--- config.mk ---
export PLATFORM = sky130hd
export DESIGN_NAME = dmacc_channel
export DESIGN_NICKNAME = d
export VERILOG_FILES = /design/src/dmacc_pkg.sv /design/src/dmacc_burst_if.sv /design/src/dmacc_channel.sv /design/src/dmacc_sync.sv /design/src/dmacc_burst.sv
export VERILOG_INCLUDE_DIRS = /design/src /design/src/src
export SDC_FILE = /design/constraint.sdc
export NUM_CORES = 1
export LEC_CHECK = 0
export ABC_AREA = 1
export BUFFER_PORTS_ARGS = -buffer_cell sky130_fd_sc_hd__buf_2
export CAP_MARGIN = 15
export CORE_MARGIN = 4
export CORE_UTILIZATION = 43
export CTS_BUF_LIST = sky130_fd_sc_hd__clkbuf_4 sky130_fd_sc_hd__clkbuf_8
export DETAILED_ROUTE_END_ITERATION = 7
export GPL_TIMING_DRIVEN = 1
export PLACE_DENSITY = 0.69
export SETUP_SLACK_MARGIN = 0.4
export SYNTH_ARGS = -nofsm -noshare
export SYNTH_HDL_FRONTEND = slang
export SYNTH_HIERARCHICAL = 1
export SYNTH_SLANG_ARGS = --single-unit
--- constraint.sdc ---
create_clock -name clk_in -period 3.1 [get_ports clk_in]
set_clock_uncertainty 0.15 [all_clocks]
set_input_delay 0.62 -clock clk_in [delete_from_list [all_inputs] [get_ports clk_in]]
set_output_delay 0.62 -clock clk_in [all_outputs]
set_load 0.02 [all_outputs]
--- src/dmacc_defs.svh ---
// register offsets, field positions, reset values and codes of the dma channel
// assumes: included by bare name from the channel source
`ifndef DMACC_DEFS_SVH
`define DMACC_DEFS_SVH

// ==========================================================
// apb byte offsets
`define DMACC_OFF_CTRL 12'h000
`define DMACC_OFF_CFG 12'h004
`define DMACC_OFF_STS 12'h008
`define DMACC_OFF_MSK 12'h00c

// ==========================================================
// control register fields
`define DMACC_CTRL_SIZE_LSB 0
`define DMACC_CTRL_SBS_LSB 12
`define DMACC_CTRL_DBS_LSB 15
`define DMACC_CTRL_SW_LSB 18
`define DMACC_CTRL_DW_LSB 21
`define DMACC_CTRL_RST 32'h0000_0000

// ==========================================================
// configuration register fields
`define DMACC_CFG_HALT 18
`define DMACC_CFG_ACTIVE 17
`define DMACC_CFG_LOCK 16
`define DMACC_CFG_DIE 15
`define DMACC_CFG_EIE 14
`define DMACC_CFG_FLOW_LSB 11
`define DMACC_CFG_DSEL_LSB 6
`define DMACC_CFG_SSEL_LSB 1
`define DMACC_CFG_EN 0
`define DMACC_CFG_RST 32'h0000_0000

// ==========================================================
// interrupt status bits and transfer methods
`define DMACC_STS_DONE 0
`define DMACC_STS_ERR 1
`define DMACC_FLOW_M2M 3'h0
`define DMACC_FLOW_M2P 3'h1
`define DMACC_FLOW_P2M 3'h2
`define DMACC_FLOW_P2P 3'h3

`endif

--- src/dmacc_pkg.sv ---
// types shared by the dma channel modules
// assumes: compiled before any module of the channel
`default_nettype none

package dmacc_pkg;
  typedef logic [8:0] dmacc_beats_t;
  typedef enum logic [1:0] {
    DMACC_IDLE,
    DMACC_WAIT,
    DMACC_BURST
  } dmacc_state_e;
endpackage

`default_nettype wire

--- src/dmacc_burst_if.sv ---
// burst handshake between the channel sequencer and the beat engine
// assumes: start is a one-cycle pulse given only while busy is low
`default_nettype none

interface dmacc_burst_if;
  import dmacc_pkg::*;
  logic start;
  dmacc_beats_t beats;
  logic busy;
  logic done;
  logic rd_beat;
  logic wr_beat;
  logic active;
  modport ctl (output start, output beats, input busy, input done, input rd_beat,
    input wr_beat, input active);
  modport eng (input start, input beats, output busy, output done, output rd_beat,
    output wr_beat, output active);
endinterface

`default_nettype wire

--- src/dmacc_channel.sv ---
// dma channel: apb registers, request gating and transfer sequencing
// assumes: one 200 mhz clock, peripheral requests asynchronous levels
//
// How it works
// - the source burst size field alone sets how many beats each request moves; the destination burst size is only stored.
// - a peripheral raises its request when ready and the channel then moves data.
// - memory to memory runs on the enable bit alone and ignores every request.
// - each accepted request moves exactly one source burst through the fifo; here a request moves only the rest of the count when fewer beats remain.
// - config bits 18..14 are ignore, fifo active, lock and two irq enables, reset 0.
// - with the ignore bit set the channel takes no peripheral request.
// - enable starts memory to memory and clears itself when the count is done.
// - the total count is in source-width elements.
//
// The implementer's own choices: the APB interface to the registers and the address map.
`default_nettype none
`include "dmacc_defs.svh"

module dmacc_channel
  import dmacc_pkg::*;
(
  // clock and reset
  input wire logic clk_in,
  input wire logic rst_n_in,
  // apb slave
  input wire logic psel_in,
  input wire logic penable_in,
  input wire logic pwrite_in,
  input wire logic [11:0] paddr_in,
  input wire logic [31:0] pwdata_in,
  output logic [31:0] prdata_out,
  output logic pready_out,
  output logic pslverr_out,
  // peripheral requests and acknowledges
  input wire logic [15:0] dma_req_in,
  output logic [15:0] dma_ack_out,
  // datapath strobes
  output logic rd_beat_out,
  output logic wr_beat_out,
  output logic lock_out,
  output logic busy_out,
  // interrupt
  output logic irq_out
);
  typedef struct packed {
    dmacc_state_e st;
    logic [11:0] size;
    logic [2:0] sbsize;
    logic [2:0] dbsize;
    logic [2:0] swidth;
    logic [2:0] dwidth;
    logic halt;
    logic lock;
    logic done_irq_enable;
    logic error_irq_enable;
    logic [2:0] flow;
    logic [3:0] dst_periph_select;
    logic [3:0] src_periph_select;
    logic en;
    logic [3:0] cur_sel;
    logic wait_low;
    logic start;
    dmacc_beats_t beats;
    logic [1:0] sts;
    logic [1:0] msk;
    logic [31:0] rdata;
    logic ready;
    logic slverr;
    logic irq;
    logic [15:0] ack;
    logic lock_o;
    logic busy_o;
    logic rd_o;
    logic wr_o;
  } dmacc_chan_s;

  dmacc_chan_s q;
  dmacc_chan_s d;
  logic [15:0] req_sync;
  dmacc_burst_if bif ();

  // ==========================================================
  // sub blocks
  dmacc_sync #(.W(16)) u_req_sync (
    .clk_in(clk_in),
    .rst_n_in(rst_n_in),
    .async_in(dma_req_in),
    .sync_out(req_sync)
  );

  dmacc_burst u_burst (
    .clk_in(clk_in),
    .rst_n_in(rst_n_in),
    .bif(bif)
  );

  assign bif.start = q.start;
  assign bif.beats = q.beats;

  // ==========================================================
  // helpers
  function automatic dmacc_beats_t burst_beats(input logic [2:0] code);
    dmacc_beats_t b;
    b = 9'h001;
    if (code != 3'h0) begin
      b = dmacc_beats_t'(9'h002 << code); // 4, 8, ... 256
    end
    return b;
  endfunction

  logic [31:0] cfg_rd;
  logic [31:0] ctrl_rd;
  logic acc;
  logic wr_acc;
  logic hit_ctrl;
  logic hit_cfg;
  logic hit_sts;
  logic hit_msk;
  logic [3:0] req_sel;
  logic req_seen;
  logic [1:0] ev;
  dmacc_beats_t want;

  always_comb begin
    cfg_rd = '0;
    cfg_rd[`DMACC_CFG_HALT] = q.halt;
    cfg_rd[`DMACC_CFG_ACTIVE] = bif.active;
    cfg_rd[`DMACC_CFG_LOCK] = q.lock;
    cfg_rd[`DMACC_CFG_DIE] = q.done_irq_enable;
    cfg_rd[`DMACC_CFG_EIE] = q.error_irq_enable;
    cfg_rd[`DMACC_CFG_FLOW_LSB +: 3] = q.flow;
    cfg_rd[`DMACC_CFG_DSEL_LSB +: 4] = q.dst_periph_select;
    cfg_rd[`DMACC_CFG_SSEL_LSB +: 4] = q.src_periph_select;
    cfg_rd[`DMACC_CFG_EN] = q.en;
    ctrl_rd = '0;
    ctrl_rd[`DMACC_CTRL_SIZE_LSB +: 12] = q.size;
    ctrl_rd[`DMACC_CTRL_SBS_LSB +: 3] = q.sbsize;
    ctrl_rd[`DMACC_CTRL_DBS_LSB +: 3] = q.dbsize;
    ctrl_rd[`DMACC_CTRL_SW_LSB +: 3] = q.swidth;
    ctrl_rd[`DMACC_CTRL_DW_LSB +: 3] = q.dwidth;
  end

  assign hit_ctrl = (paddr_in == `DMACC_OFF_CTRL);
  assign hit_cfg = (paddr_in == `DMACC_OFF_CFG);
  assign hit_sts = (paddr_in == `DMACC_OFF_STS);
  assign hit_msk = (paddr_in == `DMACC_OFF_MSK);
  // access phase answers on its second cycle, write lands with pready
  assign acc = psel_in && penable_in && q.ready;
  assign wr_acc = acc && pwrite_in;

  // memory destination uses the source select for the request line
  assign req_sel = (q.flow == `DMACC_FLOW_M2P) ? q.dst_periph_select : q.src_periph_select;
  assign req_seen = req_sync[req_sel];
  // never more beats than remain in the count
  assign want = (q.size < 12'(burst_beats(q.sbsize))) ?
                q.size[8:0] : burst_beats(q.sbsize);

  // ==========================================================
  // next state
  always_comb begin
    d = q;
    ev = 2'b00;
    d.start = 1'b0;
    d.ack = '0;
    d.ready = psel_in && penable_in && !q.ready;
    d.slverr = psel_in && penable_in && !q.ready &&
               !(hit_ctrl || hit_cfg || hit_sts || hit_msk);
    d.rdata = '0;
    if (psel_in && penable_in && !q.ready && !pwrite_in) begin
      if (hit_ctrl) begin
        d.rdata = ctrl_rd;
      end else if (hit_cfg) begin
        d.rdata = cfg_rd;
      end else if (hit_sts) begin
        d.rdata = {30'h0, q.sts};
      end else if (hit_msk) begin
        d.rdata = {30'h0, q.msk};
      end
    end

    // register writes
    if (wr_acc && hit_ctrl && q.st == DMACC_IDLE) begin
      d.size = pwdata_in[`DMACC_CTRL_SIZE_LSB +: 12];
      d.sbsize = pwdata_in[`DMACC_CTRL_SBS_LSB +: 3];
      d.dbsize = pwdata_in[`DMACC_CTRL_DBS_LSB +: 3];
      d.swidth = pwdata_in[`DMACC_CTRL_SW_LSB +: 3];
      d.dwidth = pwdata_in[`DMACC_CTRL_DW_LSB +: 3];
    end
    if (wr_acc && hit_cfg) begin
      d.halt = pwdata_in[`DMACC_CFG_HALT];
      d.lock = pwdata_in[`DMACC_CFG_LOCK];
      d.done_irq_enable = pwdata_in[`DMACC_CFG_DIE];
      d.error_irq_enable = pwdata_in[`DMACC_CFG_EIE];
      d.flow = pwdata_in[`DMACC_CFG_FLOW_LSB +: 3];
      d.dst_periph_select = pwdata_in[`DMACC_CFG_DSEL_LSB +: 4];
      d.src_periph_select = pwdata_in[`DMACC_CFG_SSEL_LSB +: 4];
      d.en = pwdata_in[`DMACC_CFG_EN];
    end
    if (wr_acc && hit_msk) begin
      d.msk = pwdata_in[1:0];
    end

    // a peripheral must drop its request before it can be taken again
    if (q.wait_low && !req_seen) begin
      d.wait_low = 1'b0;
    end

    // sequencer
    case (q.st)
      DMACC_IDLE: begin
        if (q.en) begin
          if (q.flow > `DMACC_FLOW_P2P) begin
            ev[`DMACC_STS_ERR] = 1'b1;
            d.en = 1'b0;
          end else if (q.size == 12'h000) begin
            ev[`DMACC_STS_DONE] = 1'b1;
            d.en = 1'b0;
          end else if (q.flow == `DMACC_FLOW_M2M) begin
            d.start = 1'b1;
            d.beats = want;
            d.size = q.size - 12'(want);
            d.st = DMACC_BURST;
          end else begin
            d.st = DMACC_WAIT;
          end
        end
      end
      DMACC_WAIT: begin
        if (!q.en) begin
          d.st = DMACC_IDLE;
        end else if (req_seen && !q.halt && !q.wait_low) begin
          d.cur_sel = req_sel;
          d.start = 1'b1;
          d.beats = want;
          d.size = q.size - 12'(want);
          d.st = DMACC_BURST;
        end
      end
      DMACC_BURST: begin
        if (bif.done) begin
          if (q.flow != `DMACC_FLOW_M2M) begin
            d.ack[q.cur_sel] = 1'b1;
            d.wait_low = 1'b1;
          end
          if (q.size == 12'h000) begin
            ev[`DMACC_STS_DONE] = 1'b1;
            d.en = 1'b0;
            d.st = DMACC_IDLE;
          end else if (!q.en) begin
            d.st = DMACC_IDLE;
          end else if (q.flow == `DMACC_FLOW_M2M) begin
            d.start = 1'b1;
            d.beats = want;
            d.size = q.size - 12'(want);
          end else begin
            d.st = DMACC_WAIT;
          end
        end
      end
      default: begin
        d.st = DMACC_IDLE;
      end
    endcase

    // interrupt status: enables gate the events, set beats write-one clear
    if (wr_acc && hit_sts) begin
      d.sts = q.sts & ~pwdata_in[1:0];
    end
    d.sts = d.sts | (ev & {q.error_irq_enable, q.done_irq_enable});
    d.irq = |(d.sts & d.msk);

    d.busy_o = (d.st != DMACC_IDLE);
    d.lock_o = q.lock && (bif.busy || d.start);
    d.rd_o = 1'b0;
    d.wr_o = 1'b0;
  end

  always_ff @(posedge clk_in) begin
    if (!rst_n_in) begin
      q <= '0;
      q.st <= DMACC_IDLE;
    end else begin
      q <= d;
    end
  end

  // ==========================================================
  // outputs
  assign prdata_out = q.rdata;
  assign pready_out = q.ready;
  assign pslverr_out = q.slverr;
  assign dma_ack_out = q.ack;
  assign rd_beat_out = bif.rd_beat;
  assign wr_beat_out = bif.wr_beat;
  assign lock_out = q.lock_o;
  assign busy_out = q.busy_o;
  assign irq_out = q.irq;
endmodule // dmacc_channel

`default_nettype wire

--- src/dmacc_sync.sv ---
// two-flop synchroniser for a bus of asynchronous levels
// assumes: each bit is an independent level, no bus coherency needed
`default_nettype none

module dmacc_sync #(
  parameter int W = 16
) (
  // clock and reset
  input wire logic clk_in,
  input wire logic rst_n_in,
  // levels
  input wire logic [W-1:0] async_in,
  output logic [W-1:0] sync_out
);
  typedef struct packed {
    logic [W-1:0] s1;
    logic [W-1:0] s2;
  } dmacc_sync_s;

  dmacc_sync_s q;
  dmacc_sync_s d;

  always_comb begin
    d.s1 = async_in;
    d.s2 = q.s1;
  end

  always_ff @(posedge clk_in) begin
    if (!rst_n_in) begin
      q <= '0;
    end else begin
      q <= d;
    end
  end

  assign sync_out = q.s2;
endmodule // dmacc_sync

`default_nettype wire

--- src/dmacc_burst.sv ---
// beat engine: reads a burst into the channel fifo, then drains it
// assumes: start pulses only while busy is low; beats is at least one
`default_nettype none

module dmacc_burst
  import dmacc_pkg::*;
(
  // clock and reset
  input wire logic clk_in,
  input wire logic rst_n_in,
  // sequencer side
  dmacc_burst_if.eng bif
);
  typedef struct packed {
    dmacc_beats_t n;
    dmacc_beats_t cnt;
    dmacc_beats_t level;
    logic rd_ph;
    logic wr_ph;
    logic rd;
    logic wr;
    logic done;
  } dmacc_burst_s;

  dmacc_burst_s q;
  dmacc_burst_s d;

  // ==========================================================
  // beat sequencing
  always_comb begin
    d = q;
    d.rd = 1'b0;
    d.wr = 1'b0;
    d.done = 1'b0;
    if (bif.start && !q.rd_ph && !q.wr_ph) begin
      d.n = bif.beats;
      d.cnt = bif.beats;
      d.rd_ph = 1'b1;
    end else if (q.rd_ph) begin
      // source beats fill the fifo first
      d.rd = 1'b1;
      d.level = q.level + 9'h001;
      d.cnt = q.cnt - 9'h001;
      if (q.cnt == 9'h001) begin
        d.rd_ph = 1'b0;
        d.wr_ph = 1'b1;
        d.cnt = q.n;
      end
    end else if (q.wr_ph) begin
      d.wr = 1'b1;
      d.level = q.level - 9'h001;
      d.cnt = q.cnt - 9'h001;
      if (q.cnt == 9'h001) begin
        d.wr_ph = 1'b0;
        d.done = 1'b1;
      end
    end
  end

  always_ff @(posedge clk_in) begin
    if (!rst_n_in) begin
      q <= '0;
    end else begin
      q <= d;
    end
  end

  assign bif.busy = q.rd_ph | q.wr_ph;
  assign bif.done = q.done;
  assign bif.rd_beat = q.rd;
  assign bif.wr_beat = q.wr;
  assign bif.active = (q.level != 9'h000);
endmodule // dmacc_burst

`default_nettype wire

==> run_results.csv <==
group,metric,value,unit
floorplanning,fp.dieW,148,um
clocking,cts-root-buf,"clkbuf_8",
global_routing,grt_overflow,0,
hold_path,hold_path.class,"input pin to flip-flop",
floorplanning,die_area,0.0218,mm^2
clocking,clock_sink_count,170,
placed_design,routabilityCongestion,0.909,
cells_and_area,fin_area,0.0103,mm^2
sta,layout_min_cycle_time,3.18,ns
yosys,synth_top_family_by_area,"simple AND/OR/NAND/NOR gates",
detailed_routing,finalWirelength,22800,um
detailed_routing,drt-wirelength-per-cell,14.7,um
worst_setup_path,end_kind,"flip-flop",
detailed_routing,drt_iter0_drc,681,
cells_and_area,mostFrequentLayoutCells,"nand2_1 (232), dfxtp_1 (166), inv_1 (151)",
clocking,cts_tree,"done",
yosys,synthMuxAreaShare,0,%
global_routing,grtUsageTotal,19.1,%
status,status,"finished with violations",
global_routing,grt_pass1_vias,7265,
yosys,synth_cell_types,50,
yosys,synth-edff-count,0,
yosys,ys_ff_latch,170,
global_routing,grt_max_degree,72,
sta,hold_violations,0,
worst_setup_path,critPathMaxFanout,5,
cells_and_area,utilization,54.1,%
yosys,async_reset_ff_share,0,%
floorplanning,rows,50,
worst_setup_path,start_kind,"flip-flop",
sta,tns,-0.282,ns
worst_setup_path,crit_arrival,3.43,ns
run,cap_violations,0,
sta,fmax,314,MHz
floorplanning,core_area,0.0190,mm^2
clocking,h-tree-depth,4,
yosys,synth_area_per_cell,7.21,um^2
placed_design,dp_hpwl,14700,um
floorplanning,initial_core_util,44.2,%
cells_and_area,area_delta_synth_final,22.6,%
detailed_routing,detail-route-antenna-nets,0,
placed_design,portBuffers,103,
yosys,synthCells,1161,
worst_setup_path,worstPathRequired,3.35,ns
clocking,clk_latency,0.47,ns
power,peakVddDrop,0.259,mV
power,cellPowerDensity,387,mW/mm^2
yosys,netlist_area,0.00837,mm^2
sta,worstMarginPinSlew,0.700,ns
clocking,path_clk_slew,0.10,ns
clocking,cts_hold_buf,0,
cells_and_area,final_common_cell,"nand2_1",
sta,rsz0062_at_grt,"true",
power,p_leak,4.77,nW
yosys,synth-xor-area-share,1.05,%
sta,slew_viol_final,0,
sta,worst_slack,-0.0803,ns
placed_design,pre_cts_ws,-0.111,ns
cells_and_area,diodes,0,
status,violations,"setup timing",
sta,max_slew_margin,52.9,%
yosys,yosysSeqAreaShare,40.7,%
cells_and_area,nets,1365,
clocking,cts_buffers,17,
worst_setup_path,critPathKind,"flip-flop to flip-flop",
yosys,synthAdderAreaFrac,3.98,%
floorplanning,fp.dieH,148,um
detailed_routing,vias,7880,
floorplanning,ios,120,
sta,post-route-period-util,103,%
placed_design,postPlaceCellArea,0.00904,mm^2
detailed_routing,drc_errors,0,
cells_and_area,fillers,1743,
global_routing,grt_antenna_before_repair,0,
cells_and_area,layout-drive-gt1-share,25.3,%
detailed_routing,vias_per_cell,5.09,
clocking,clock_path_buffers,2,
global_routing,grt_pass1_wl,34500,um
detailed_routing,dr.pass1.iters,5,
sta,finalSetupViolCount,6,
yosys,synthSimpleGateAreaFrac,25.8,%
power,total_power,0.00398,W
yosys,yosys_warnings,6,
yosys,synth_compound_area_share,14.5,%
yosys,synthFlopType,"dfxtp_1",
==> synth_stat cells (3+ instances only) <==
master / count / share of area [%]
nand2_2: 5 / 0.37
clkbuf_1: 18 / 0.81
o21ai_0: 82 / 4.9
nor2_1: 101 / 4.5
buf_2: 5 / 0.30
o21ai_1: 6 / 0.36
a211oi_1: 15 / 1.3
a21oi_1: 70 / 4.2
o22ai_1: 18 / 1.3
a21oi_2: 7 / 0.73
inv_1: 161 / 7.2
o211ai_1: 3 / 0.27
dfxtp_1: 170 / 41
nand3_1: 91 / 5.4
nor3_1: 7 / 0.42
ha_1: 25 / 3.7
nor4_1: 3 / 0.22
nand2_4: 3 / 0.40
o21bai_1: 3 / 0.27
xor2_1: 9 / 0.94
buf_6: 5 / 0.67
nand2_1: 252 / 11
nand4_1: 9 / 0.67
nand3_2: 5 / 0.60
buf_4: 52 / 4.7
==> metal layers <==
metal	global-route usage [%]	vias up	share of wire, %
met4	5.87	0	2.3
li1	-	3926	-
met1	26.0	3628	45
met2	30.7	288	46
met3	3.95	38	6.2
met5	0	-	0
==> state kept, by name, indices dropped and copies added (netlist names), 9 cells and up <==
| name | count |
|---|---|
| ctrl_rd | 24 |
| bif.beats | 9 |
| cfg_rd | 16 |
| u_req_sync/d | 16 |
| u_burst/q | 29 |
| q | 11 |
| u_req_sync/sync_out | 16 |
| dma_ack_out | 16 |
| prdata_out | 24 |
==> timing repair <==
action,CTS,global route
resized for setup,58,75
setup endpoints to repair,12,14
gates cloned,2,1
setup buffers,7,14
pin swaps,25,36
==> report_power, final <==
| part | total, W | leakage, nW | switching (W) | internal (W) |
|---|---|---|---|---|
| combinational | 0.000124 | 3.17 | 0.0000798 | 0.0000444 |
| sequential | 0.00220 | 1.38 | 0.00000553 | 0.00220 |
| clock | 0.00165 | 0.213 | 0.000887 | 0.000759 |
| total | 0.00398 | 4.77 | 0.000973 | 0.00300 |
==> logic make-up after synthesis <==
group / count (synthesis)
flip-flops: 170
AND/OR/NAND/NOR: 491
buffers and inverters: 247
adder cells (fa/ha/maj): 26
XOR/XNOR: 10
other: 1
AO/OA/AOI/OAI: 216
==> metrics by stage <==
step | hold WS, ns | std cells
floorplan | 0.240 | 1168
global placement | 0.247 | 1491
detailed placement | 0.251 | 1491
CTS | 0.158 | 1532
global route | 0.170 | 1547
finish | 0.181 | 1547
==> critical path: stages, from the launching register on <==
cell      delay, ns
dfxtp_4        0.42
buf_6          0.13
nand3_4        0.10
ha_4           0.26
nand2_1        0.06
inv_1          0.04
nand2_1        0.08
nand2_2        0.09
nand2_4        0.16
buf_12         0.13
nand2_8        0.07
o21ai_4        0.20
ha_4           0.24
a21oi_4        0.16
nor2_2         0.05
a211oi_2       0.17
nand2_2        0.11
nand4_1        0.13
nand2_1        0.06
nand2_1        0.06
nand3_1        0.07
a21oi_1        0.14
==> worst paths after layout <==
| path | startpoint | to | slack, ns | depth (start not counted) |
|---|---|---|---|---|
| setup / recovery | ctrl_rd[13]$_SDFFE_PN0P_ | ctrl_rd[10]$_SDFF_PN0_ | -0.08 | 21 |
| hold / removal | dma_req_in[13] | u_req_sync/d[13]$_SDFF_PN0_ | 0.18 | 3 |
| setup reg to reg | ctrl_rd[13]$_SDFFE_PN0P_ | ctrl_rd[10]$_SDFF_PN0_ | -0.08 | 21 |
| hold reg to reg | u_req_sync/d[2]$_SDFF_PN0_ | u_req_sync/sync_out[2]$_SDFF_PN0_ | 0.27 | 2 |
==> area by class of cell <==
cell class                      instances  area [um^2]  area share [%]
Clock buffer                           18          248            2.41
Inverter                              165          631            6.14
Clock inverter                         14          161            1.57
Timing Repair Buffer                  166         1050            10.2
Sequential cell                       170         3420            33.3
Multi-Input combinational cell        754         4430            43.2
Tap cell                              260          325            3.17
(Power assumes the default switching activity.)
